==> config.mk <==
export PLATFORM = sky130hd
export DESIGN_NAME = audio_channel_config_regs
export DESIGN_NICKNAME = d
export VERILOG_FILES = /design/src/design/ch_cfg_pkg.sv /design/src/design/delay_mem.sv /design/src/design/audio_channel_config_regs.sv
export SDC_FILE = /design/constraint.sdc
export NUM_CORES = 1
export LEC_CHECK = 0
export ABC_AREA = 1
export BUFFER_PORTS_ARGS = -buffer_cell sky130_fd_sc_hd__buf_2
export CORE_ASPECT_RATIO = 0.75
export CORE_UTILIZATION = 60
export DETAILED_ROUTE_END_ITERATION = 7
export GPL_TIMING_DRIVEN = 0
export PLACE_DENSITY = 0.8
export SETUP_SLACK_MARGIN = 0.2
export SLEW_MARGIN = 10
export SYNTH_ARGS = -nofsm -noshare
export SYNTH_HDL_FRONTEND = slang
export SYNTH_SLANG_ARGS = --single-unit
==> constraint.sdc <==
create_clock -name clk -period 5.9 [get_ports clk]
set_input_delay 0.885 -clock clk [delete_from_list [all_inputs] [get_ports clk]]
set_output_delay 0.885 -clock clk [all_outputs]
set_load 0.01 [all_outputs]
==> src/design/ch_cfg_pkg.sv <==
/*
 Constants, reset values, field layouts and helper functions for the
 channel configuration register bank on configuration page zero.
 Assumes a single control-port clock and a synchronous active-low reset.
*/
// What this block does
// - Analog gain field 0..42 dB, above reserved
// - Volume code zero mutes channel output
// - Volume in half-dB steps, 201 unity
// - Fine trim 0.1 dB steps, 8 unity
// - Phase delay counts modulator cycles, 0..255
// - Enable bit turns on range enhancer or gain control, reg 108 bit 3 picks which
// - Impedance select 2.5k, 10k, 20k, 3 reserved
// - Channel 3 bit 7 selects mic or line
// - Registers decoded 0x41..0x46 on page zero
package ch_cfg_pkg;

    localparam int          DATA_W          = 8;
    localparam int          SAMPLE_W        = 16;
    localparam int          DELAY_DEPTH     = 256;
    localparam int          PTR_W           = 8;

    localparam logic [7:0]  PAGE_CFG        = 8'h00;
    localparam logic [7:0]  ADDR_CH2_INPUT  = 8'h41;
    localparam logic [7:0]  ADDR_CH2_ANALOG_GAIN   = 8'h42;
    localparam logic [7:0]  ADDR_CH2_VOL    = 8'h43;
    localparam logic [7:0]  ADDR_CH2_TRIM   = 8'h44;
    localparam logic [7:0]  ADDR_CH2_PHASE  = 8'h45;
    localparam logic [7:0]  ADDR_CH3_INPUT  = 8'h46;

    localparam logic [7:0]  RST_CH2_INPUT   = 8'h00;
    localparam logic [7:0]  RST_CH2_ANALOG_GAIN    = 8'h00;
    localparam logic [7:0]  RST_CH2_VOL     = 8'hc9;
    localparam logic [7:0]  RST_CH2_TRIM    = 8'h80;
    localparam logic [7:0]  RST_CH2_PHASE   = 8'h00;
    localparam logic [7:0]  RST_CH3_INPUT   = 8'h00;

    localparam logic [7:0]  MASK_CH2_INPUT  = 8'h0d;
    localparam logic [7:0]  MASK_CH2_ANALOG_GAIN   = 8'hfc;
    localparam logic [7:0]  MASK_CH2_VOL    = 8'hff;
    localparam logic [7:0]  MASK_CH2_TRIM   = 8'hf0;
    localparam logic [7:0]  MASK_CH2_PHASE  = 8'hff;
    localparam logic [7:0]  MASK_CH3_INPUT  = 8'h80;

    localparam int          GAIN_LSB        = 2;
    localparam int          TRIM_LSB        = 4;
    localparam int          IMP_LSB         = 2;
    localparam int          ENH_BIT         = 0;
    localparam int          KIND_BIT        = 7;
    localparam int          R108_SEL_BIT    = 3;

    localparam logic [5:0]  GAIN_MAX        = 6'h2a;
    localparam logic [7:0]  VOL_MUTE        = 8'h00;
    localparam logic [8:0]  VOL_UNITY       = 9'h0c9;
    localparam logic [4:0]  TRIM_UNITY      = 5'h08;
    localparam logic [1:0]  IMP_RESERVED    = 2'h3;
    localparam logic [1:0]  IMP_DEFAULT     = 2'h0;

    // True when an access targets the given address on the config page.
    function automatic logic reg_hit(input logic [7:0] page,
                                     input logic [7:0] addr,
                                     input logic [7:0] target);
        reg_hit = (page == PAGE_CFG) && (addr == target);
    endfunction : reg_hit

    // Next value of a register: masked write data or the held value.
    function automatic logic [7:0] reg_next(input logic       hit,
                                            input logic [7:0] wdata,
                                            input logic [7:0] mask,
                                            input logic [7:0] cur);
        reg_next = hit ? (wdata & mask) : cur;
    endfunction : reg_next

endpackage : ch_cfg_pkg

==> src/design/delay_mem.sv <==
/*
 Dual-port-style delay memory for the phase calibration line: one
 write and one registered read per clock.
 Assumes the caller keeps both addresses in range and reads old data.
*/
`timescale 1ns/100ps
`default_nettype none
module delay_mem
    import ch_cfg_pkg::*;
(
    input  wire logic                   clk,    // Control-port clock.
    input  wire logic                   acc_en, // Write and read enable.
    input  wire logic [PTR_W-1:0]       waddr,  // Write address.
    input  wire logic                   wbit,   // Write data.
    input  wire logic [PTR_W-1:0]       raddr,  // Read address.
    output logic                        rbit_ff // Registered read data.
);
    import ch_cfg_pkg::*;

    logic                               mem [DELAY_DEPTH];

    // Read happens before the write of the same edge lands.
    always_ff @(posedge clk)
    begin
        if (acc_en)
        begin
            mem[waddr] <= wbit;
            rbit_ff    <= mem[raddr];
        end
    end

endmodule : delay_mem
`default_nettype wire

==> src/design/audio_channel_config_regs.sv <==
/*
 Channel 2 configuration registers and the first channel 3 input
 setting, with the channel controls that they steer: analog gain,
 volume and mute, fine trim, phase delay, impedance and enhancer select.
 Assumes the control port presents one access per cycle synchronously,
 and that modulator ticks are one-cycle strobes of clk.
*/
`timescale 1ns/100ps
`default_nettype none
module audio_channel_config_regs
    import ch_cfg_pkg::*;
(
    input  wire logic                       clk,           // Clock.
    input  wire logic                       rst_b,         // Sync reset.
    input  wire logic [7:0]                 ctl_page,      // Page select.
    input  wire logic [7:0]                 ctl_addr,      // Reg address.
    input  wire logic                       ctl_wr,        // Write strobe.
    input  wire logic                       ctl_rd,        // Read strobe.
    input  wire logic [7:0]                 ctl_wdata,     // Write data.
    output logic [7:0]                      ctl_rdata_ff,  // Read data.
    input  wire logic [7:0]                 page0_reg_108, // Mode reg.
    input  wire logic                       mod_tick,      // Mod clock.
    input  wire logic                       mod_bit,       // Mod stream.
    output logic                            mod_bit_delayed, // Delayed.
    input  wire logic                       sample_valid,  // Sample strobe.
    input  wire logic [SAMPLE_W-1:0]        sample_in,     // Sample.
    output logic                            sample_out_valid, // Out strobe.
    output logic [SAMPLE_W-1:0]             sample_out,    // Out sample.
    output logic [1:0]                      ch2_impedance_select, // Imp.
    output logic                            ch2_range_enhance_enable, // En.
    output logic                            dynamic_range_enhancer, // On.
    output logic                            automatic_gain_control, // On.
    output logic [5:0]                      ch2_analog_gain, // dB.
    output logic [7:0]                      ch2_volume_code, // Code.
    output logic                            ch2_mute,      // Muted.
    output logic signed [8:0]               ch2_volume_half_db, // 0.5 dB.
    output logic [3:0]                      ch2_fine_gain_trim, // Code.
    output logic signed [4:0]               ch2_trim_tenth_db, // 0.1 dB.
    output logic [7:0]                      ch2_phase_delay_cycles, // Cyc.
    output logic                            ch3_input_kind // 1 = line.
);
    import ch_cfg_pkg::*;

    ////////////////////////////////////////////////////////////////////////

    logic [7:0]                             ch2_input_setup_ff;
    logic [7:0]                             ch2_analog_gain_select_ff;
    logic [7:0]                             ch2_volume_level_ff;
    logic [7:0]                             ch2_analog_gain_trim_ff;
    logic [7:0]                             ch2_phase_delay_ff;
    logic [7:0]                             ch3_input_setup_ff;

    wire logic hit_in2   = reg_hit(ctl_page, ctl_addr, ADDR_CH2_INPUT);
    wire logic hit_gain  = reg_hit(ctl_page, ctl_addr, ADDR_CH2_ANALOG_GAIN);
    wire logic hit_vol   = reg_hit(ctl_page, ctl_addr, ADDR_CH2_VOL);
    wire logic hit_trim  = reg_hit(ctl_page, ctl_addr, ADDR_CH2_TRIM);
    wire logic hit_phase = reg_hit(ctl_page, ctl_addr, ADDR_CH2_PHASE);
    wire logic hit_in3   = reg_hit(ctl_page, ctl_addr, ADDR_CH3_INPUT);

    // Masks drop reserved and out-of-scope positions on every write.
    wire logic [7:0] nxt_ch2_input_setup = reg_next(ctl_wr && hit_in2,
        ctl_wdata, MASK_CH2_INPUT, ch2_input_setup_ff);
    wire logic [7:0] nxt_ch2_analog_gain_select = reg_next(ctl_wr && hit_gain,
        ctl_wdata, MASK_CH2_ANALOG_GAIN, ch2_analog_gain_select_ff);
    wire logic [7:0] nxt_ch2_volume_level = reg_next(ctl_wr && hit_vol,
        ctl_wdata, MASK_CH2_VOL, ch2_volume_level_ff);
    wire logic [7:0] nxt_ch2_analog_gain_trim = reg_next(ctl_wr && hit_trim,
        ctl_wdata, MASK_CH2_TRIM, ch2_analog_gain_trim_ff);
    wire logic [7:0] nxt_ch2_phase_delay = reg_next(ctl_wr && hit_phase,
        ctl_wdata, MASK_CH2_PHASE, ch2_phase_delay_ff);
    wire logic [7:0] nxt_ch3_input_setup = reg_next(ctl_wr && hit_in3,
        ctl_wdata, MASK_CH3_INPUT, ch3_input_setup_ff);

    always_ff @(posedge clk)
    begin
        if (!rst_b)
        begin
            ch2_input_setup_ff  <= RST_CH2_INPUT;
            ch2_analog_gain_select_ff  <= RST_CH2_ANALOG_GAIN;
            ch2_volume_level_ff <= RST_CH2_VOL;
            ch2_analog_gain_trim_ff    <= RST_CH2_TRIM;
            ch2_phase_delay_ff  <= RST_CH2_PHASE;
            ch3_input_setup_ff  <= RST_CH3_INPUT;
        end
        else
        begin
            ch2_input_setup_ff  <= nxt_ch2_input_setup;
            ch2_analog_gain_select_ff  <= nxt_ch2_analog_gain_select;
            ch2_volume_level_ff <= nxt_ch2_volume_level;
            ch2_analog_gain_trim_ff    <= nxt_ch2_analog_gain_trim;
            ch2_phase_delay_ff  <= nxt_ch2_phase_delay;
            ch3_input_setup_ff  <= nxt_ch3_input_setup;
        end
    end

    ////////////////////////////////////////////////////////////////////////

    // Unmapped addresses and other pages read as zero.
    wire logic [7:0] read_mux =
        hit_in2   ? ch2_input_setup_ff  :
        hit_gain  ? ch2_analog_gain_select_ff  :
        hit_vol   ? ch2_volume_level_ff :
        hit_trim  ? ch2_analog_gain_trim_ff    :
        hit_phase ? ch2_phase_delay_ff  :
        hit_in3   ? ch3_input_setup_ff  : 8'h00;

    wire logic [7:0] nxt_ctl_rdata = ctl_rd ? read_mux : ctl_rdata_ff;

    always_ff @(posedge clk)
    begin
        if (!rst_b)
            ctl_rdata_ff <= 8'h00;
        else
            ctl_rdata_ff <= nxt_ctl_rdata;
    end

    ////////////////////////////////////////////////////////////////////////

    wire logic [5:0] gain_field = ch2_analog_gain_select_ff[GAIN_LSB +: 6];
    wire logic [1:0] imp_field  = ch2_input_setup_ff[IMP_LSB +: 2];

    // Reserved gain codes saturate at the top legal step.
    assign ch2_analog_gain = (gain_field > GAIN_MAX) ? GAIN_MAX
                                                     : gain_field;
    // The reserved impedance code falls back to the lowest setting.
    assign ch2_impedance_select = (imp_field == IMP_RESERVED) ? IMP_DEFAULT
                                                              : imp_field;
    assign ch2_volume_code    = ch2_volume_level_ff;
    assign ch2_mute           = (ch2_volume_level_ff == VOL_MUTE);
    assign ch2_volume_half_db = ch2_mute ? 9'sh000 :
        $signed({1'b0, ch2_volume_level_ff} - VOL_UNITY);
    assign ch2_fine_gain_trim = ch2_analog_gain_trim_ff[TRIM_LSB +: 4];
    assign ch2_trim_tenth_db  =
        $signed({1'b0, ch2_fine_gain_trim} - TRIM_UNITY);
    assign ch2_phase_delay_cycles = ch2_phase_delay_ff;
    assign ch2_range_enhance_enable = ch2_input_setup_ff[ENH_BIT];
    assign dynamic_range_enhancer = ch2_range_enhance_enable &&
        !page0_reg_108[R108_SEL_BIT];
    assign automatic_gain_control = ch2_range_enhance_enable &&
        page0_reg_108[R108_SEL_BIT];
    assign ch3_input_kind = ch3_input_setup_ff[KIND_BIT];

    ////////////////////////////////////////////////////////////////////////

    logic [SAMPLE_W-1:0]                    sample_out_ff;
    logic                                   sample_valid_ff;

    wire logic [SAMPLE_W-1:0] nxt_sample_out =
        !sample_valid ? sample_out_ff :
        ch2_mute      ? '0 : sample_in;

    always_ff @(posedge clk)
    begin
        if (!rst_b)
        begin
            sample_out_ff   <= '0;
            sample_valid_ff <= 1'b0;
        end
        else
        begin
            sample_out_ff   <= nxt_sample_out;
            sample_valid_ff <= sample_valid;
        end
    end

    assign sample_out       = sample_out_ff;
    assign sample_out_valid = sample_valid_ff;

    ////////////////////////////////////////////////////////////////////////

    // The memory read at write pointer minus delay returns the bit that
    // was written that many ticks earlier; zero delay bypasses it.
    logic [PTR_W-1:0]                       wr_ptr_ff;
    logic                                   bit_now_ff;
    logic                                   zero_delay_ff;
    logic                                   mem_bit;

    wire logic [PTR_W-1:0] rd_ptr = wr_ptr_ff - ch2_phase_delay_ff;
    wire logic [PTR_W-1:0] nxt_wr_ptr = mod_tick ? wr_ptr_ff + 8'h01
                                                 : wr_ptr_ff;

    always_ff @(posedge clk)
    begin
        if (!rst_b)
        begin
            wr_ptr_ff     <= '0;
            bit_now_ff    <= 1'b0;
            zero_delay_ff <= 1'b1;
        end
        else
        begin
            wr_ptr_ff <= nxt_wr_ptr;
            if (mod_tick)
            begin
                bit_now_ff    <= mod_bit;
                zero_delay_ff <= (ch2_phase_delay_ff == 8'h00);
            end
        end
    end

    delay_mem u_delay_mem
    (
        .clk     (clk),
        .acc_en  (mod_tick),
        .waddr   (wr_ptr_ff),
        .wbit    (mod_bit),
        .raddr   (rd_ptr),
        .rbit_ff (mem_bit)
    );

    assign mod_bit_delayed = zero_delay_ff ? bit_now_ff : mem_bit;

    ////////////////////////////////////////////////////////////////////////

    logic                                   prev_tick_bit_ff;

    always_ff @(posedge clk)
    begin
        if (!rst_b)
            prev_tick_bit_ff <= 1'b0;
        else if (mod_tick)
            prev_tick_bit_ff <= mod_bit;
    end
endmodule : audio_channel_config_regs
`default_nettype wire

==> metrics.txt, run 1 <==
Placement Setup Slack 2.55 ns; cell mode on critical path nand2_1; Core Region 25200 sq um; fraction of layout cells with a size suffix above 1 0.114; CTS tree done; Min Clock Period, post-route 3.49 ns; vias in the first global route 12656; Die Wd roughly 190 um; Hold/Removal Path Class register to register; Sw Ratio 0.252; Die Span Y 142 um; Gate Count Post-Synth 1846; VDD IR max 287 uV; EDFF count, synth around 260; die area 26600 sq um; ys flop type edfxtp_1; Synth Cell Area 15600 sq um; final WL 49500 um; DP Wirelength 34000 um; yosys warns 0; RSZ-0062 raised after global routing false; Final setup viols 0; Leakage 7.27 nW; clk slew on worst S/H paths 0.06 ns; Yosys reg bits 322; total track usage 0.377; total CTS buffers 34; top-count cell post-synth nand2_1; Pins Over Slew Limit 0; Fin Setup TNS 0 ns; status finished, final reports clean; Critical Path Sink Type register; CP Launch Point wr_ptr_ff[0]; post-route insts no fill 2364; top post-synthesis cells by area edfxtp_1 50%, nand2_1 12%, nor2_1 8.9%; Hold-fix buffers, CTS 0; worst hold margin approximately 0.46 ns; worst slew pin tran between 0.9 and 1 ns; row cnt 50; crit path kind register to register; first-pass GRT wire length 74000 um; Hold Vio Cnt, Final 0; initial antenna violation count 0; maxcap violations 0; CTS Sinks 322; most frequent cells after synthesis 510 x nand2_1, 368 x nor2_1, 257 x edfxtp_1, 174 x inv_1, 137 x nand3_1; NetSw 1.27 mW; relative slew slack 0.389; post-place instance area between 15000 and 20000 sq um; combinational group share of total power 0.098; WL/cell 21.0 um; largest net degree at the start of global routing 151; final net count 2071; Resize count post-CTS 0; Synthesized Nets between 1500 and 2000; Fmax achieved 287 MHz; internal power 3.78 mW; Pre-antenna DRT Iters 7; Pwr Total 5.05 mW; Seq pwr share 0.489; top cell type by total area after synthesis edfxtp_1; r2r startpoint wr_ptr_ff[0]; post-route ant nets 0; # IOs around 130; Critical Path Slowest Stage Cell buf_1; Async SR Flop Fraction 0; vias 13780; Worst path max stage delay 0.69 ns; setup bufs post-CTS 0; fin crit share 0.591; DRC errors left 0; PD cells 285 nW/um^2; H-tree lvl count 2; Avg Inst Size Synth 8.44 sq um; worst skew pair latency 0.55 ns; final worst slack around 2.4 ns; placed insts 2304; Inserted Diodes 0; Clock Path Buffers 3; Initial Utilization 0.618; Yosys top cell area share 0.495; Starting DRT DRC Count between 2000 and 2500; crit path cell chain inv_1 > ha_1 > fa_1 > buf_2 > buf_1 > nand2_1 > nand2_1 > nand2_1 > nand3_1 > nand3_1 > nand3_1 > nand3_1 > nand2_1 > nand2_1 > nand2_1; Port Buffers 119; critical path arrival 3.86 ns; hold wc startpoint ctl_rdata_ff[4]; clock skew 0.0186 ns; Max Fanout on Critical Path 10; CTS root buf clkbuf_16; post-synthesis sequential area ratio 0.579; final core utilization 0.702; Layout area overhead 13.6%; Clock Power Share 0.414; Critical Path RT approximately 6.3 ns; final instance area 17700 sq um; drt via density slightly below 6; post-synth cell types 40; GR Overflow Total 0; Startpoint Class register; GPL Wtd Cong 0.984
-- power groups by stage --
stage / clock, mW / combinational (mW) / sequential [mW]
after CTS: 2.09 / 0.473 / 2.47
after global placement: 0 / 0.459 / 2.52
final: 2.09 / 0.493 / 2.47
after floorplan: 0 / 0.261 / 2.52
after global routing: 2.16 / 0.527 / 2.47
after detailed placement: 0 / 0.469 / 2.52
-- layout make-up --
| type | count | area [sq um] |
|---|---|---|
| Buffer | 103 | 536 |
| Clock buffer | 45 | 912 |
| Clock inverter | 15 | 148 |
| Fill cell | 2044 | 7510 |
| Inverter | 181 | 682 |
| Multi-Input combinational cell | 1240 | 5350 |
| Sequential cell | 322 | 9020 |
| Tap cell | 338 | 423 |
| Timing Repair Buffer | 120 | 633 |
-- cell families after synthesis --
group | share of synthesized area
buffers and inverters | 0.0781
AO/OA/AOI/OAI | 0.0585
flip-flops | 0.579
AND/OR/NAND/NOR | 0.267
XOR/XNOR | 0.00498
adder cells (fa/ha/maj) | 0.0117
multiplexers | 0.000722
-- worst max-delay path, delay by kind of cell, from the launching register on --
family,cells,cell delay [ns]
buf+inv,3,1.13
simple gates,10,1.07
fa+ha+maj,2,0.75
flops,1,0.38
-- cells in the final DEF (no fill, tap or decap), types with 3 or more instances in the layout --
| master | n |
|---|---|
| nand2_1 | 510 |
| nor2_1 | 368 |
| edfxtp_1 | 257 |
| inv_1 | 174 |
| buf_2 | 144 |
| nand3_1 | 137 |
| a21oi_1 | 69 |
| dfxtp_1 | 65 |
| clkbuf_1 | 58 |
| o21ai_0 | 49 |
| o21ai_1 | 44 |
| clkbuf_16 | 34 |
| ha_1 | 13 |
| buf_4 | 11 |
| buf_6 | 10 |
| nor3_1 | 7 |
| buf_1 | 7 |
| xor2_1 | 6 |
| nand4_1 | 6 |
| inv_2 | 5 |
| o211ai_1 | 5 |
| clkinv_1 | 4 |
| clkinv_2 | 4 |
| nand3b_1 | 3 |
| clkinvlp_4 | 3 |
-- registers in the layout (all words and copies together), names as in the netlist, 3 cells and up --
name / cells
ch2_analog_gain_select_ff: 6
ch2_analog_gain_trim_ff: 4
ch2_input_setup_ff: 3
ch2_phase_delay_cycles: 8
ch2_volume_code: 8
ctl_rdata_ff: 8
sample_out: 16
u_delay_mem.mem: 256
wr_ptr_ff: 8
-- path summary, 6_finish.rpt --
check | endpoint | slack (ns) | cells past startpoint
hold / removal | ctl_rdata_ff[4] | 0.46 | 2
hold reg to reg | ctl_rdata_ff[4] | 0.46 | 2
setup reg to reg | u_delay_mem.rbit_ff | 2.41 | 15
setup / recovery | u_delay_mem.rbit_ff | 2.41 | 15
-- metal layers --
layer  part of all wire  GRT usage
met1               0.41      0.565
met2               0.41      0.528
met3               0.15      0.115
met4              0.024      0.106
met5                  0          0
Power figures use the tool's default switching activity.
==> run 2: changes to the inputs <==
Settings changed: ABC_AREA 1 to 0.
Clock period 5.9 ns to 3.6 ns, I/O delays scaled along.
==> run 2 against run 1 <==
Against the previous run:
- synthesized cell count shrank 28%
- hold slack lost 0.21 ns
- total power grew 57%
- critical path type unchanged
- largest cell class unchanged
- largest power group unchanged
- clock-buffer cell count shrank 5
==> metrics.txt, run 2 <==
status finished, final reports clean; top-count cell post-synth nor2_1; Synth Cell Area 15100 sq um (-2.8%); Critical Path Slowest Stage Cell nor4_1; Die Span Y 140 um (-1.4%); Yosys reg bits 322 (unchanged); most frequent cells in the layout 277 x nor2_1, 257 x edfxtp_1, 124 x buf_2; Biggest register u_delay_mem.mem; Critical Path Sink Type register; CP Launch Point wr_ptr_ff[0]; Placement Setup Slack -1.01 ns (-3.57 ns); crit path cell chain inv_4 > ha_4 > fa_2 > buf_12 > xor2_4 > buf_2 > buf_2 > a2111oi_0 > nor4_1 > o311a_1 > o31ai_2 > mux2i_2; die area 25900 sq um (-2.8%); fin crit share 0.974 (+0.383); Hold Vio Cnt, Final 0 (unchanged); Starting DRT DRC Count 1830 (-16%); area of the multi-input gates 5960 sq um (+12%); H-tree lvl count 1 (-1); met1 usage 0.498 (-0.0671); VDD IR max 398 uV (+39%); combinational group share of total power 0.099 (about the same); Die Wd 185 um (-1.4%); fraction of layout cells with a size suffix above 1 0.199 (+0.0852); EDFF count, synth 257 (unchanged); Avg Inst Size Synth 11.4 sq um (+35%); Critical Path RT 3.96 ns (-2.31 ns); NetSw 1.89 mW (+49%); # IOs 128 (unchanged); most common cell after layout, fill and taps aside nor2_1; post-route insts no fill 1867 (-21%); final net count 1581 (-24%); Yosys top cell area share 0.510 (+0.0144); met2 Track Usage GR 0.503 (-0.0246); placed insts 1782 (-23%); Max Fanout on Critical Path 10 (unchanged); Adder-Cell Fraction of Synth Area 0.0121 (+0.000341); PD cells 444 nW/um^2 (+55%); total CTS buffers 31 (-8.8%); Min Clock Period, post-route 3.50 ns (+0.0191 ns); DP Wirelength 29600 um (-13%); largest family of logic cells by synthesized area simple AND/OR/NAND/NOR gates; Layout area overhead 18.1%; Worst path max stage delay 0.66 ns (-0.03 ns); first-pass GRT wire length 65900 um (-11%); initial antenna violation count 2 (+2); Pins Over Slew Limit 0 (unchanged); worst slew pin tran 0.923 ns (+0.00642 ns); mux cell area share after synthesis 0.0938 (+0.0930); CTS tree done; row cnt 49 (-2.0%); Initial Utilization 0.622 (+0.00405); FF/Latch Area 9020 sq um (about the same); Inserted Diodes 0 (unchanged); top cell type by total area after synthesis edfxtp_1; ys flop type edfxtp_1; RSZ-0062 raised after global routing true; XOR/XNOR share of the synthesized area 0.00975 (+0.00477); critical path arrival 3.87 ns (about the same); drt via density 6.44 (+11%); Gate Count Post-Synth 1333 (-28%); busiest grt layer met2; Startpoint Class register; largest net degree at the start of global routing 179 (+19%); vias 12030 (-13%); simple-gate share of the synthesized area 0.172 (-0.0957); post-route ant nets 0 (unchanged); relative slew slack 0.385 (-0.00428); CTS Sinks 322 (unchanged); Fmax achieved 285 MHz (-0.55%); Hold/Removal Path Class primary input to register; Port Buffers 117 (-1.7%); clk slew on worst S/H paths 0.06 ns (about the same); post-synth cell types 66 (+65%); Synthesized Nets 1402 (-27%); Leakage 6.36 nW (-12%); Sw Ratio 0.239 (-0.0127); Async SR Flop Fraction 0 (unchanged); post-synthesis sequential area ratio 0.596 (+0.0168); Final setup viols 0 (unchanged); top post-synthesis cells by area edfxtp_1 51%, dfxtp_1 8.6%, mux2i_1 7.1%; Core Region 24300 sq um (-3.5%); Pre-antenna DRT Iters 6 (-1); crit path kind register to register; Seq pwr share 0.509 (+0.020); Clock Path Buffers 3 (unchanged); final WL 45300 um (-8.6%); clock skew 0.0151 ns (-0.00353 ns); total track usage 0.346 (-0.0312); yosys warns 0 (unchanged); final worst slack 0.0951 ns (-2.32 ns); CTS root buf clkbuf_16; max reg flops 256 (unchanged); r2r startpoint wr_ptr_ff[0]; hold wc startpoint sample_in[2]; WL/cell 24.2 um (+16%); maxcap violations 0 (unchanged); GPL Wtd Cong 0.951 (-3.3%); vias in the first global route 11231 (-11%); Hold-fix buffers, CTS 0 (unchanged); Clock Power Share 0.392 (-0.022); GR Util met3 0.104 (-0.0109); internal power 6.04 mW (+60%); GR Overflow Total 0 (unchanged); most frequent cells after synthesis 277 x nor2_1, 257 x edfxtp_1, 107 x mux2i_1, 73 x nor2b_1, 68 x nand2_1; cell mode on critical path buf_2; worst skew pair latency 0.56 ns (about the same); Fillers 1709 (-16%); complex-gate fraction of the synthesized area 0.0834 (+0.0248); DRC errors left 0 (unchanged)
[run 2: cell count changes after synthesis, moves of 41 or more]
cell,change
o21ai_1,-44
nor2b_1,+73
nor2_1,-91
a2111oi_0,+41
inv_1,-156
a21oi_1,-58
nand3_1,-79
nand2_1,-442
mux2i_1,+107
[run 2: final timing paths]
check,to,slack (ns),depth (start not counted)
hold reg to reg,sample_out[0],0.48,2
setup reg to reg,u_delay_mem.rbit_ff,0.1,12
hold / removal,sample_out[2],0.26,3
setup / recovery,u_delay_mem.rbit_ff,0.1,12
[run 2: cell type report]
type | instances | area share
Inverter | 19 | 0.00413
Buffer | 99 | 0.0346
Timing Repair Buffer | 146 | 0.0473
Clock inverter | 17 | 0.00707
Tap cell | 331 | 0.0232
Multi-Input combinational cell | 893 | 0.334
Clock buffer | 40 | 0.0453
Sequential cell | 322 | 0.505
[run 2: kinds of logic after synthesis]
family                   Yosys count
flip-flops                       322
adder cells (fa/ha/maj)           14
buffers and inverters            118
AO/OA/AOI/OAI                    165
XOR/XNOR                          16
multiplexers                     138
AND/OR/NAND/NOR                  560
[run 2: per-stage QoR]
step	TNS, ns	total power [mW]	instance area [sq um]	util	hold slack [ns]
after floorplan	0	4.47	15100	-	0.469
after global placement	-48.23	4.75	16100	0.663	0.461
after detailed placement	-1.01	4.75	16200	0.665	0.472
after CTS	0	7.83	17600	0.723	0.250
after global routing	0	8.07	17900	0.735	0.254
final	0	7.93	17900	0.735	0.259
[run 2: layer usage]
layer / wire, um / vias up
met1: 18000 / 5783
met2: 19000 / 917
met4: 1660 / 4
met5: 21 / -
met3: 6580 / 167
li1: - / 5159
[run 2: critical path, delay by kind of cell (launching register included)]
kind / cells / cell delay [ns]
mux: 1 / 0.27
simple gates: 1 / 0.66
compound gates: 3 / 0.45
buf+inv: 4 / 0.84
xor+xnor: 1 / 0.20
flops: 1 / 0.37
fa+ha+maj: 2 / 0.52
[run 2: timing repair]
| action | CTS | global route |
|---|---|---|
| resized for setup | 99 | 37 |
| pin swaps | 11 | 9 |
| setup endpoints to repair | 1 | 1 |
| setup buffers | 13 | 15 |
[run 2: power by group through the flow]
| stage | logic (mW) | registers (mW) | clock network (mW) |
|---|---|---|---|
| finish | 0.785 | 4.04 | 3.11 |
| global route | 0.806 | 4.04 | 3.22 |
| CTS | 0.711 | 4.04 | 3.08 |
| detailed placement | 0.633 | 4.12 | 0 |
| global placement | 0.618 | 4.13 | 0 |
| floorplan | 0.350 | 4.12 | 0 |
==> run 3: changes to the inputs <==
Settings changed: PLACE_DENSITY 0.8 to 0.84.
==> run 3 against run 2 <==
Against the previous run:
- maximum frequency up 2.0%
- clock power up 8.0%
- via count grew 2.2%
- design area up 3.0%
- sequential cell count unchanged
- critical path type unchanged
- critical endpoint unchanged
- largest cell class unchanged
==> metrics.txt, run 3 (synthesis results as in run 2) <==
Final setup viols 0 (unchanged); status finished, final reports clean; Fin Setup TNS 0 ns (unchanged); crit path kind register to register; first-pass GRT wire length 67200 um (+2.0%); row cnt 49 (unchanged); WL/cell 24.6 um (+1.4%); clock skew 0.0216 ns (+0.00647 ns); PD cells 449 nW/um^2 (+1.3%); Port Buffers 117 (unchanged); Pre-antenna DRT Iters 6 (unchanged); final net count 1596 (+0.95%); most frequent cells in the layout 277 x nor2_1, 257 x edfxtp_1, 120 x buf_2; Die Wd 185 um (unchanged); vias 12293 (+2.2%); Clock Path Buffers 3 (unchanged); Hold-fix buffers, CTS 0 (unchanged); vias in the first global route 11430 (+1.8%); drt via density 6.53 (+1.3%); worst skew pair latency 0.57 ns (about the same); Critical Path RT 3.90 ns (-0.06 ns); max reg flops 256 (unchanged); Placement Setup Slack -0.988 ns (+0.0250 ns); Fillers 1565 (-8.4%); fin crit share 0.954 (-0.0193); hold wc startpoint sample_in[6]; Die Span Y 140 um (unchanged); post-route ant nets 0 (unchanged); Hold/Removal Path Class primary input to register; H-tree lvl count 1 (unchanged); Hold Vio Cnt, Final 0 (unchanged); Layout area overhead 21.6%; # IOs 128 (unchanged); final WL 46300 um (+2.3%); CTS Sinks 322 (unchanged); cell mode on critical path a2111oi_4; DRC errors left 0 (unchanged); Pwr Total 8.27 mW (+4.3%); maxcap violations 0 (unchanged); most common cell after layout, fill and taps aside nor2_1; Starting DRT DRC Count 2060 (+13%); r2r startpoint wr_ptr_ff[1]; CTS root buf clkbuf_16; CTS tree done; critical path arrival 3.74 ns (-0.13 ns); Startpoint Class register; Core Region 24300 sq um (unchanged); CP Launch Point wr_ptr_ff[1]; total CTS buffers 31 (unchanged); worst slew pin tran 0.920 ns (-0.00354 ns); final worst slack 0.164 ns (+0.0693 ns); worst hold margin 0.237 ns (-0.0222 ns); Min Clock Period, post-route 3.44 ns (-0.0693 ns); relative slew slack 0.387 (+0.00236); fraction of layout cells with a size suffix above 1 0.220 (+0.0211); Leakage 6.61 nW (+3.9%); Inserted Diodes 0 (unchanged); crit path cell chain inv_1 > fa_2 > buf_4 > xor2_4 > buf_6 > a2111oi_1 > a2111oi_4 > a2111oi_4 > o41ai_2 > o31ai_2 > mux2i_1; Critical Path Sink Type register; clk slew on worst S/H paths 0.06 ns (about the same); die area 25900 sq um (unchanged); VDD IR max 425 uV (+6.7%); Fmax achieved 291 MHz (+2.0%); Worst path max stage delay 0.65 ns (about the same); initial antenna violation count 1 (-1); Biggest register u_delay_mem.mem; Initial Utilization 0.622 (unchanged); DP Wirelength 29300 um (-1.1%); total track usage 0.351 (+0.00487); Critical Path Slowest Stage Cell a2111oi_1; GR Overflow Total 0 (unchanged); largest net degree at the start of global routing 149 (-17%); Max Fanout on Critical Path 10 (unchanged); RSZ-0062 raised after global routing false; Pins Over Slew Limit 0 (unchanged); GPL Wtd Cong 0.948 (-0.35%)
-- run 3: worst paths after layout --
path                               to  slack (ns)  depth (start not counted)
hold / removal          sample_out[6]        0.24                          3
setup reg to reg  u_delay_mem.rbit_ff        0.16                         11
setup / recovery  u_delay_mem.rbit_ff        0.16                         11
hold reg to reg        sample_out[13]        0.48                          2
-- run 3: where the power goes --
part	switching, mW	total, mW	internal [mW]
registers	0.0104	4.04	4.03
logic	0.527	0.875	0.348
clock network	1.42	3.36	1.94
-- run 3: area by class of cell --
type | count | area (sq um) | share of cell area
Tap cell | 331 | 414 | 0.0225
Clock inverter | 20 | 229 | 0.0124
Inverter | 19 | 73.8 | 0.00401
Timing Repair Buffer | 161 | 1040 | 0.0563
Multi-Input combinational cell | 893 | 6090 | 0.331
Sequential cell | 322 | 9030 | 0.490
Clock buffer | 38 | 802 | 0.0436
Buffer | 99 | 741 | 0.0402
-- run 3: repair_timing --
action                     in CTS  in global routing
gates resized for setup       124                 67
setup buffers                  27                 15
setup endpoints to repair       1                  1
pin swaps                      12                 16
cloned                          1                  0
hold endpoints to repair        0                  0
-- run 3: per-stage QoR --
step | cells | cell area, sq um | util
3_5_place_dp | 1782 | 16200 | 0.665
3_3_place_gp | 1781 | 16100 | 0.663
4_1_cts | 1868 | 18000 | 0.739
5_1_grt | 1883 | 18400 | 0.757
2_1_floorplan | 1333 | 15100 | -
6_report | 1883 | 18400 | 0.757
-- run 3: worst max-delay path, delay by kind of cell (launching register included) --
kind / cells / cell delay (ns)
flops: 1 / 0.41
buf+inv: 3 / 0.50
xor+xnor: 1 / 0.20
mux: 1 / 0.17
compound gates: 5 / 1.48
fa+ha+maj: 1 / 0.41
-- run 3: layer usage --
layer	track usage	vias up	wire [um]
met1	0.516	5923	17600
met4	0.106	2	1620
met5	0	-	19
met2	0.505	1016	20000
met3	0.0984	159	7050
li1	-	5193	-
